`src/mhb_pkg.sv`:
```
package mhb_pkg;
   // ***********************************
   // Register addresses on the muxed bus
   // ***********************************
   localparam logic [7:0] ADDR_MASTER_IRQ_CTL = 8'h09;
   localparam logic [7:0] ADDR_EXT_FEATURE = 8'h07;
   localparam logic [7:0] ADDR_MISC_STATUS = 8'h0a;
   localparam logic [7:0] ADDR_EXT_READBACK = 8'h0e;
   localparam logic [7:0] ADDR_IRQ_EN = 8'h0f;
   localparam logic [7:0] ADDR_EXT_WRITE = 8'h11;
   // ***********************************
   // Field positions and reset values
   // ***********************************
   localparam int NO_VECTOR_BIT = 1;
   localparam int EXT_READ_EN_BIT = 6;
   localparam int UNUSED_RB_BIT = 7;
   localparam logic [7:0] EXT_FEATURE_RESET = 8'h20;
   localparam logic [7:0] MISC_STATUS_RESET = 8'h20;
   localparam logic [7:0] IRQ_EN_RESET = 8'h00;
   localparam logic [7:0] MASTER_IRQ_RESET = 8'h00;
   localparam logic [7:0] VECTOR_RESET = 8'h00;
   // ***********************************
   // Timing
   // ***********************************
   localparam int RECOVERY_PCLKS = 4;
   localparam int SYNC_STAGES = 2;
endpackage : mhb_pkg

```
`src/mhb_sync.sv`:
```
`timescale 1ns/1ps
module mhb_sync #(
   parameter int WIDTH = 1
) (
   // Clock and reset
   input wire logic sys_clk,
   input wire logic rstn,
   // Data
   input wire logic [WIDTH-1:0] d,
   output logic [WIDTH-1:0] q
);
   logic [WIDTH-1:0] meta_q;

   always_ff @(posedge sys_clk or negedge rstn) begin
      if (!rstn) begin
         meta_q <= '0;
         q <= '0;
      end else begin
         meta_q <= d;
         q <= meta_q;
      end
   end
endmodule : mhb_sync

```
`src/mhb_port.sv`:
```
`timescale 1ns/1ps
module mhb_port
   import mhb_pkg::*;
#(
   parameter int IRQ_SRCS = 4
) (
   // Clock and reset
   input wire logic sys_clk,
   input wire logic rstn,
   // Host bus pins
   input wire logic address_strobe_n,
   input wire logic data_strobe_n,
   input wire logic latched_select_low,
   input wire logic chip_select_high,
   input wire logic rw,
   input wire logic irq_ack_n,
   input wire logic chain_priority_in,
   input wire logic [7:0] muxed_addr_data_in,
   output logic [7:0] muxed_addr_data_out,
   output logic muxed_addr_data_oe,
   output logic int_req_n,
   // Channel side
   input wire logic [IRQ_SRCS-1:0] irq_src,
   input wire logic [IRQ_SRCS-1:0] ius_clear,
   input wire logic [7:0] misc_status_in,
   output logic [IRQ_SRCS-1:0] in_service_latch,
   output logic [7:0] ext_write_settings,
   output logic access_overrun
);
   typedef enum logic [1:0] {
      MHB_IDLE = 2'b00,
      MHB_ACCESS = 2'b01,
      MHB_ACK = 2'b10
   } mhb_state_t;

   // ***********************************
   // Pin synchronisers
   // ***********************************
   // Active-low pins enter inverted so the cleared synchroniser matches their idle level;
   // otherwise the edge detectors would see a false strobe edge just after reset
   logic [12:0] sync_q;
   mhb_sync #(.WIDTH(13)) u_sync (
      .sys_clk(sys_clk),
      .rstn(rstn),
      .d({~address_strobe_n, ~data_strobe_n, ~latched_select_low, chip_select_high, rw,
          ~irq_ack_n, chain_priority_in, muxed_addr_data_in[5:0]}),
      .q(sync_q)
   );
   // Top two address bits passed separately to keep the sync vector narrow
   logic [1:0] addr_hi_q;
   mhb_sync #(.WIDTH(2)) u_sync_hi (
      .sys_clk(sys_clk),
      .rstn(rstn),
      .d(muxed_addr_data_in[7:6]),
      .q(addr_hi_q)
   );
   wire as_s = ~sync_q[12];
   wire ds_s = ~sync_q[11];
   wire cs0_s = ~sync_q[10];
   wire cs1_s = sync_q[9];
   wire rw_s = sync_q[8];
   wire ack_s = ~sync_q[7];
   wire iei_s = sync_q[6];
   wire [7:0] ad_s = {addr_hi_q, sync_q[5:0]};

   logic as_d1_q, ds_d1_q;
   always_ff @(posedge sys_clk or negedge rstn) begin
      if (!rstn) begin
         as_d1_q <= 1'b1;
         ds_d1_q <= 1'b1;
      end else begin
         as_d1_q <= as_s;
         ds_d1_q <= ds_s;
      end
   end
   wire as_rise = as_s & ~as_d1_q;
   wire ds_fall = ~ds_s & ds_d1_q;
   wire ds_rise = ds_s & ~ds_d1_q;

   // ***********************************
   // Address phase capture
   // ***********************************
   logic [7:0] addr_q;
   logic ack_cyc_q, cs0_q;
   always_ff @(posedge sys_clk or negedge rstn) begin
      if (!rstn) begin
         addr_q <= 8'h00;
         ack_cyc_q <= 1'b0;
         cs0_q <= 1'b1;
      end else if (as_rise) begin
         addr_q <= ad_s;
         ack_cyc_q <= ~ack_s;
         cs0_q <= cs0_s;
      end
   end

   // ***********************************
   // Registers
   // ***********************************
   logic [7:0] master_irq_ctl_reg_q, extended_feature_reg_q, irq_en_q, ext_write_q;
   logic [IRQ_SRCS-1:0] int_pending_bit_q, ius_q;
   logic [7:0] misc_status_q;
   mhb_state_t state_q;

   // Plain access only when not an acknowledge and both selects agree
   wire dev_sel = ~ack_cyc_q & ~cs0_q & cs1_s;
   wire wr_strobe = ds_fall & (state_q == MHB_IDLE) & dev_sel & ~rw_s;
   wire rd_strobe = ds_fall & (state_q == MHB_IDLE) & dev_sel & rw_s;
   wire claim_ack = ds_fall & (state_q == MHB_IDLE) & ack_cyc_q & iei_s
                    & (|int_pending_bit_q);

   function automatic logic [IRQ_SRCS-1:0] first_one(input logic [IRQ_SRCS-1:0] v);
      logic [IRQ_SRCS-1:0] r;
      r = '0;
      for (int i = IRQ_SRCS - 1; i >= 0; i--) begin
         if (v[i]) begin
            r = '0;
            r[i] = 1'b1;
         end
      end
      return r;
   endfunction : first_one

   wire [IRQ_SRCS-1:0] grant = first_one(int_pending_bit_q);

   always_ff @(posedge sys_clk or negedge rstn) begin
      if (!rstn) begin
         master_irq_ctl_reg_q <= MASTER_IRQ_RESET;
         extended_feature_reg_q <= EXT_FEATURE_RESET;
         irq_en_q <= IRQ_EN_RESET;
         ext_write_q <= 8'h00;
         misc_status_q <= MISC_STATUS_RESET;
      end else begin
         misc_status_q <= misc_status_in;
         if (wr_strobe) begin
            if (addr_q == ADDR_MASTER_IRQ_CTL) master_irq_ctl_reg_q <= ad_s;
            else if (addr_q == ADDR_EXT_FEATURE) extended_feature_reg_q <= ad_s;
            else if (addr_q == ADDR_IRQ_EN) irq_en_q <= ad_s;
            else if (addr_q == ADDR_EXT_WRITE) ext_write_q <= ad_s;
         end
      end
   end

   // ***********************************
   // Interrupt pending and in-service
   // ***********************************
   // Sources are sampled only on address strobes, so a quiet bus delays requests
   wire [IRQ_SRCS-1:0] en_src = irq_src & irq_en_q[IRQ_SRCS-1:0];
   always_ff @(posedge sys_clk or negedge rstn) begin
      if (!rstn) begin
         int_pending_bit_q <= '0;
         ius_q <= '0;
      end else begin
         if (as_rise) int_pending_bit_q <= en_src & ~ius_q;
         else if (claim_ack) int_pending_bit_q <= int_pending_bit_q & ~grant;
         // Set wins over a same-cycle clear
         ius_q <= (ius_q & ~ius_clear) | (claim_ack ? grant : '0);
      end
   end

   // ***********************************
   // Read data and bus drive
   // ***********************************
   wire ext_rd_en = extended_feature_reg_q[EXT_READ_EN_BIT];
   wire [7:0] ext_rb = {1'b0, ext_write_q[6:0]};
   wire [7:0] rd_mux = (addr_q == ADDR_EXT_READBACK) ? (ext_rd_en ? ext_rb : misc_status_q) :
                       (addr_q == ADDR_IRQ_EN) ? irq_en_q :
                       (addr_q == ADDR_MASTER_IRQ_CTL) ? master_irq_ctl_reg_q :
                       (addr_q == ADDR_MISC_STATUS) ? misc_status_q : 8'h00;
   wire [7:0] vector = {VECTOR_RESET[7:IRQ_SRCS], grant};
   wire vec_ok = ~master_irq_ctl_reg_q[NO_VECTOR_BIT];

   // ***********************************
   // Access tracking and recovery
   // ***********************************
   logic [2:0] rec_cnt_q;
   always_ff @(posedge sys_clk or negedge rstn) begin
      if (!rstn) begin
         state_q <= MHB_IDLE;
         muxed_addr_data_out <= 8'h00;
         muxed_addr_data_oe <= 1'b0;
         int_req_n <= 1'b1;
         rec_cnt_q <= 3'd0;
         access_overrun <= 1'b0;
      end else begin
         int_req_n <= ~(|int_pending_bit_q) | claim_ack;
         if (rec_cnt_q != 3'd0) rec_cnt_q <= rec_cnt_q - 3'd1;
         // Only device accesses restart the window
         if (wr_strobe | rd_strobe | claim_ack) begin
            rec_cnt_q <= 3'(RECOVERY_PCLKS - 1);
            access_overrun <= (rec_cnt_q != 3'd0);
         end
         case (state_q)
            MHB_IDLE: begin
               muxed_addr_data_oe <= 1'b0;
               if (rd_strobe) begin
                  state_q <= MHB_ACCESS;
                  muxed_addr_data_out <= rd_mux;
                  muxed_addr_data_oe <= 1'b1;
               end else if (claim_ack) begin
                  state_q <= MHB_ACK;
                  muxed_addr_data_out <= vector;
                  muxed_addr_data_oe <= vec_ok;
               end else if (ds_fall) begin
                  state_q <= MHB_ACCESS;
               end
            end
            MHB_ACCESS, MHB_ACK: begin
               if (ds_rise | ~cs1_s & ~ack_cyc_q) muxed_addr_data_oe <= 1'b0;
               if (ds_rise) state_q <= MHB_IDLE;
            end
            default: state_q <= MHB_IDLE;
         endcase
      end
   end

   assign in_service_latch = ius_q;
   assign ext_write_settings = ext_write_q;
endmodule : mhb_port

```
`config.mk`:
```
export PLATFORM = sky130hd
export DESIGN_NAME = mhb_port
export DESIGN_NICKNAME = d
export VERILOG_FILES = /design/src/mhb_pkg.sv /design/src/mhb_sync.sv /design/src/mhb_port.sv
export SDC_FILE = /design/constraint.sdc
export NUM_CORES = 1
export LEC_CHECK = 0
export ABC_AREA = 1
export BUFFER_PORTS_ARGS = -buffer_cell sky130_fd_sc_hd__clkbuf_2
export CAP_MARGIN = 20
export CORE_MARGIN = 4
export CORE_UTILIZATION = 30
export DETAILED_ROUTE_END_ITERATION = 6
export GPL_TIMING_DRIVEN = 0
export PLACE_DENSITY = 0.47
export SYNTH_ARGS = -nofsm -noshare
export SYNTH_HDL_FRONTEND = slang
export SYNTH_SLANG_ARGS = --single-unit
```
`constraint.sdc`:
```
create_clock -name sys_clk -period 1.5 [get_ports sys_clk]
set_input_delay 0.15 -clock sys_clk [delete_from_list [all_inputs] [get_ports sys_clk]]
set_output_delay 0.15 -clock sys_clk [all_outputs]
set_load 0.03 [all_outputs]
```
==> flow_summary_export.csv, run 1 <==
group,metric,value,unit
logic_synthesis,syn_area,0.00401,sq mm
drt,drt.antenna.violating_nets,0,
pwr,p_int,0.00480,W
outcome,outcome,"finished with violations",
sta,max_clock_freq,640,MHz
clock_network,cts_tree,"yes",
floorplan,row_count,41,
floorplan,die_w,124,um
sta,finalHoldViolCount,0,
sta,tightest_slew,794,ps
drt,wl,10.2,mm
sta,clock_skew,10.2,ps
setup_path,cp.required,1730,ps
drt,drc,0,
setup_path,crit_path_frequent_cell,"nand3_4",
sta,drv_slew,0,
floorplan,die_h,124,um
floorplan,io-pin-count,56,
pwr,p_leak,2.70,nW
sta,finalCritPeriodShare,104,%
placed_design,detailed_place.area,0.00452,sq mm
floorplan,core_area,0.0128,sq mm
logic_synthesis,syn_nets,447,
global_route,gr-total-overflow,0,
logic_synthesis,synth-seq-cells,99,
global_route,antenna_found_initial,0,
clock_network,htreeDepth,3,
sta,hold_slack,46.3,ps
setup_path,start_kind,"register",
sta,period_needed,1560,ps
logic_synthesis,yosysWarnings,0,
global_route,grt_pass1_vias,3290,
drt,routed_via_density,4.53,
global_route,grt_pass1_wl,16.9,mm
pwr,p_seq_share,46.1,%
drt,first_pass_iters,4,
setup_path,cp_top_family,"simple AND/OR/NAND/NOR gates",
sta,slew_headroom,47.1,%
logic_synthesis,ys_seq_area_share,62.0,%
placed_design,portBuffers,55,
drt,vias,3182,
placed_design,routabilityCongestion,0.806,
pwr,p_comb_share,17.0,%
logic_synthesis,avgSynthCellArea,9.75,sq um
finish,drive_gt1_share,32.5,%
clock_network,root_buffer,"clkbuf_16",
setup_path,crit_buf_inv,3,
drt,post_drt_wl_per_cell,14.5,um
floorplan,start_util,31.2,%
logic_synthesis,yosysUniqueCellTypes,32,
finish,final_common_cell,"dfrtp_1",
logic_synthesis,syn_inst,411,
finish,antenna_cells,0,
sta,grt_setup_unrepaired,"true",
sta,finalSetupViolations,31,
setup_path,arrival,1790,ps
floorplan,die-area,0.0153,sq mm
pwr,switching_power,0.00179,W
pwr,p_per_area,1180,mW/mm^2
finish,utilization,43.5,%
setup_path,endpoint_kind,"register",
sta,worst_slack,-61.5,ps
logic_synthesis,synth_top_area_cell,"dfrtp_1",
placed_design,dp.final_hpwl,6.86,mm
setup_path,cpMaxStageDelayCell,"dfrtp_1",
logic_synthesis,synthTopCellsByArea,"dfrtp_1 (59%), nand2_1 (8.7%), inv_1 (4.8%)",
hold_path,hold_class,"input pin to register",
clock_network,cts_buffer_depth,2,
finish,layout_common_cells,"dfrtp_1 (94), nand2_1 (72), clkbuf_2 (55)",
clock_network,numCtsBuffers,9,
pwr,clockPowerShare,36.9,%
finish,area_growth,39.3,%
drt,drt_iter0_markers,207,
global_route,grt_usage,14.6,%
setup_path,max_stage_delay,390,ps
finish,finalInstanceArea,0.00558,sq mm
pwr,p_sw_share,27.2,%
setup_path,path_cells,"inv_2 -> ha_4 -> nand3_4 -> clkinv_4 -> nand2_8 -> nor2_8 -> nand3_4 -> buf_8 -> nand2_2 -> o21ai_1",
logic_synthesis,synth_top_cell_area_share,58.7,%
setup_path,worstPathMaxFanout,6,
run,cap_violations,0,
pwr,vdd_drop_max,0.000622,V
finish,nets,561,
setup_path,worst-setup-path-type,"register to register",
clock_network,insertion_delay,350,ps
clock_network,path_clk_slew,70,ps
global_route,grt_max_degree,58,
outcome,violations,"negative setup slack",
clock_network,clock-sinks,99,
## final cells by class
cell class / count / area [sq um]
clock inverter: 5 / 77.6
inverter: 56 / 215
fill: 1246 / 7240
clock buffer: 11 / 233
sequential: 99 / 2480
buffer: 9 / 80.1
tap: 172 / 215
timing repair buffer: 103 / 808
multi-input combinational: 247 / 1470
## metal layers
| metal | GRT usage [%] | vias to the layer above | routed length [um] |
|---|---|---|---|
| met1 | 18.8 | 1540 | 4500 |
| met4 | 5.47 | 0 | 264 |
| met2 | 23.8 | 65 | 4940 |
| met3 | 3.84 | 15 | 477 |
| met5 | 0 | - | 0 |
| li1 | - | 1562 | - |
## worst reg2reg max path, delay by kind of cell (launching register included)
family | cells | cell delay (ps)
adders and majority gates | 1 | 150
and+or+nand+nor | 5 | 500
AOI/OAI and AO/OA | 1 | 60
DFF | 1 | 390
buffers and inverters | 3 | 350
## what timing repair did
item | CTS | global route
resized for setup | 28 | 60
pin swaps | 8 | 12
setup buffers | 12 | 4
hold endpoints to repair | 80 | 0
hold buffers | 28 | 0
setup endpoints to repair | 41 | 44
gates cloned | 2 | 1
## Yosys cell counts, drive strengths merged
library cell  number
nand2             98
nand4              5
dfrtp             94
o31ai              1
nor3               3
nor2              24
clkbuf             3
dfstp              5
xor2               1
o22ai              2
o21ai             56
inv               55
clkinv             1
a32o               1
a21oi              7
nand3             41
o211ai             5
ha                 3
buf                6
## worst paths after layout
| kind | from | endpoint | slack (ps) | depth (start not counted) |
|---|---|---|---|---|
| min in group asynchronous | rstn | in_service_latch[1] | 440 | 2 |
| worst min-delay path | irq_src[1] | int_pending_bit_q[1] | 50 | 3 |
| max in group asynchronous | rstn | misc_status_q[5] | 280 | 3 |
| worst min register to register | u_sync_hi.meta_q[1] | u_sync_hi.q[1] | 350 | 0 |
| worst max register to register | state_q[0] | irq_en_q[7] | -60 | 10 |
| worst max-delay path | state_q[0] | irq_en_q[7] | -60 | 10 |
## metrics by stage
stage | worst slack (ps) | power (W) | setup TNS, ps | std cells
after global routing | -184 | 0.00694 | -4770 | 702
after floorplan | 2.32 | 0.00368 | 0 | 411
after global placement | -1050 | 0.00398 | -108890 | 638
after detailed placement | -342 | 0.00402 | -8640 | 639
after CTS | -139 | 0.00661 | -2970 | 697
final | -61.5 | 0.00660 | -1340 | 702
## state kept, by name, indices dropped and copies added, names as in the netlist, 8 cells and up
name                  flops
ext_write_settings        8
u_sync.meta_q            13
master_irq_ctl_reg_q      8
muxed_addr_data_out       8
misc_status_q             8
u_sync.q                 13
irq_en_q                  8
addr_q                    8
## cell families (layout without fill, tap and decap cells)
logic type                 Yosys count  in the layout  synth area share, %
AOI/OAI and AO/OA                   72             72                 9.74
xor gates and xnor gates             1              1                0.219
adders and majority gates            3              3                0.937
buffers and inverters               65            184                 6.53
DFF                                 99             99                 62.0
and+or+nand+nor                    171            171                 20.6
## power by group through the flow
stage	sequential, W	combinational [W]	clock (W)
global placement	0.00308	0.000901	0
global route	0.00307	0.00125	0.00262
CTS	0.00304	0.00107	0.00250
finish	0.00304	0.00112	0.00243
detailed placement	0.00308	0.000939	0
floorplan	0.00320	0.000489	0
No activity file was read; power rests on OpenSTA's default activity.
==> inputs of run 2 (changes only) <==
--- a/config.mk
+++ b/config.mk
@@ -8,11 +8,14 @@
 export ABC_AREA = 1
 export BUFFER_PORTS_ARGS = -buffer_cell sky130_fd_sc_hd__clkbuf_2
 export CAP_MARGIN = 20
+export CELL_PAD_IN_SITES_DETAIL_PLACEMENT = 1
+export CELL_PAD_IN_SITES_GLOBAL_PLACEMENT = 1
 export CORE_MARGIN = 4
 export CORE_UTILIZATION = 30
 export DETAILED_ROUTE_END_ITERATION = 6
 export GPL_TIMING_DRIVEN = 0
-export PLACE_DENSITY = 0.47
+export PLACE_DENSITY = 0.58
+export REMOVE_ABC_BUFFERS = 1
 export SYNTH_ARGS = -nofsm -noshare
 export SYNTH_HDL_FRONTEND = slang
 export SYNTH_SLANG_ARGS = --single-unit
==> flow_summary_export.csv, run 2 (synthesis results as in run 1) <==
group,metric,value,unit
outcome,outcome,"finished with violations",
outcome,violations,"negative setup slack",
run,cap_violations,0,
placed_design,detailed_place.area,0.00449,sq mm
finish,nets,566,
sta,tightest_slew,746,ps
global_route,grt_max_degree,53,
finish,antenna_cells,0,
drt,vias,3301,
finish,final_common_cell,"dfrtp_1",
finish,layout_common_cells,"dfrtp_1 (94), nand2_1 (76), clkbuf_2 (54)",
drt,post_drt_wl_per_cell,15.8,um
global_route,grt_pass1_vias,3600,
finish,reg_top3,"u_sync.meta_q x13, u_sync.q x13",
floorplan,die_w,124,um
floorplan,die-area,0.0153,sq mm
clock_network,cts_tree,"yes",
drt,first_pass_iters,4,
drt,highest_layer,"met4",
placed_design,place_ws,-427,ps
setup_path,max_stage_delay,390,ps
drt,drt.antenna.violating_nets,0,
sta,hold_slack,15.7,ps
sta,slew_headroom,50.3,%
clock_network,insertion_delay,350,ps
drt,drc,0,
pwr,p_leak,2.69,nW
clock_network,path_clk_slew,70,ps
setup_path,endpoint_kind,"register",
clock_network,clock-sinks,99,
hold_path,hold_class,"input pin to register",
finish,utilization,43.9,%
drt,m1WireLength,4.88,mm
global_route,grt_usage,15.8,%
clock_network,numCtsBuffers,9,
drt,drt_iter0_markers,117,
finish,fill_cells,1440,
floorplan,row_count,41,
clock_network,cts_buffer_depth,2,
placed_design,dp.final_hpwl,7.03,mm
sta,finalSetupViolations,33,
setup_path,path_cells,"inv_2 -> ha_4 -> nand3_4 -> clkinv_4 -> nand2_8 -> nor2_8 -> nand2_4 -> nor2_4 -> buf_6 -> nand2_1 -> o21ai_1",
finish,finalInstanceArea,0.00563,sq mm
drt,wl_met2,5.62,mm
sta,max_clock_freq,631,MHz
floorplan,core_area,0.0128,sq mm
finish,area_growth,40.6,%
placed_design,routabilityCongestion,0.783,
floorplan,start_util,31.2,%
sta,clock_skew,8.91,ps
sta,drv_slew,0,
global_route,gr-total-overflow,0,
drt,routed_via_density,4.67,
placed_design,portBuffers,55,
global_route,antenna_found_initial,0,
global_route,grt_pass1_wl,18.2,mm
drt,wl,11.1,mm
clock_network,htreeDepth,3,
drt,wl_met3,388,um
setup_path,worst-setup-path-type,"register to register",
finish,regArea,0.00248,sq mm
sta,worst_slack,-85.7,ps
pwr,p_per_area,1210,mW/mm^2
setup_path,start_kind,"register",
setup_path,cpMaxStageDelayCell,"dfrtp_1",
pwr,vdd_drop_max,0.000567,V
floorplan,die_h,124,um
finish,multi_input_area,0.00152,sq mm
setup_path,cp.required,1780,ps
clock_network,root_buffer,"clkbuf_16",
setup_path,worstPathMaxFanout,5,
floorplan,io-pin-count,56,
sta,finalHoldViolCount,0,
sta,grt_setup_unrepaired,"true",
finish,drive_gt1_share,33.8,%
setup_path,arrival,1860,ps
sta,period_needed,1590,ps
sta,finalCritPeriodShare,106,%
-- run 2: cell count changes in the layout (fill, tap and decap cells not counted), moves of 4 or more --
cell	previous run	this run
o21ai_1	13	20
nand2_2	21	16
nand2_1	72	76
buf_4	8	21
inv_1	48	41
inv_2	7	12
o21ai_2	18	9
nand3_1	38	34
-- run 2: through the flow --
| step | TNS (ps) | cells | power [W] |
|---|---|---|---|
| after floorplan | -241 | 402 | 0.00367 |
| after global placement | -125670 | 629 | 0.00397 |
| after detailed placement | -13520 | 631 | 0.00403 |
| after CTS | -2290 | 701 | 0.00684 |
| after global routing | -4780 | 707 | 0.00718 |
| final | -1790 | 707 | 0.00681 |
-- run 2: timing repair --
action	in CTS	in global routing
hold endpoints to repair	75	0
hold buffers	27	0
endpoints found under the setup margin	42	41
buffers inserted	24	5
pin swaps	18	22
resized for setup	35	43
cloned	3	1
-- run 2: cell type report --
type,instances,area share (%)
timing repair buffer,114,15.4
multi-input combinational,250,27.0
clock inverter,5,1.51
tap,172,3.82
clock buffer,11,4.31
sequential,99,44.1
inverter,56,3.91
-- run 2: power breakdown --
part / leakage, nW / internal, W / switching [W] / total (W)
registers: 1.25 / 0.00290 / 0.000139 / 0.00304
logic: 1.28 / 0.000478 / 0.000736 / 0.00121
clock network: 0.156 / 0.00152 / 0.00104 / 0.00256
total: 2.69 / 0.00489 / 0.00191 / 0.00681
-- run 2: routing by layer --
metal | up-vias | GRT usage [%]
met4 | 0 | 7.47
met1 | 1661 | 19.7
met2 | 55 | 26.3
met3 | 17 | 3.34
li1 | 1568 | -
met5 | - | 0
-- run 2: path summary, 6_finish.rpt --
| check | from | end | slack [ps] | cells past startpoint |
|---|---|---|---|---|
| max | state_q[0] | ext_write_settings[3] | -90 | 11 |
| min | ius_clear[3] | in_service_latch[3] | 20 | 2 |
| max reg2reg | state_q[0] | ext_write_settings[3] | -90 | 11 |
| min reg2reg | u_sync.meta_q[9] | u_sync.q[9] | 350 | 0 |
| max in group asynchronous | rstn | ds_d1_q | 310 | 3 |
| min in group asynchronous | rstn | u_sync_hi.meta_q[0] | 430 | 2 |
-- run 2: critical path: cells and delay by family, from the launching register on --
kind	cells	cell delay [ps]
and+or+nand+nor	6	580
buffers and inverters	3	320
DFF	1	390
AOI/OAI and AO/OA	1	60
adders and majority gates	1	140
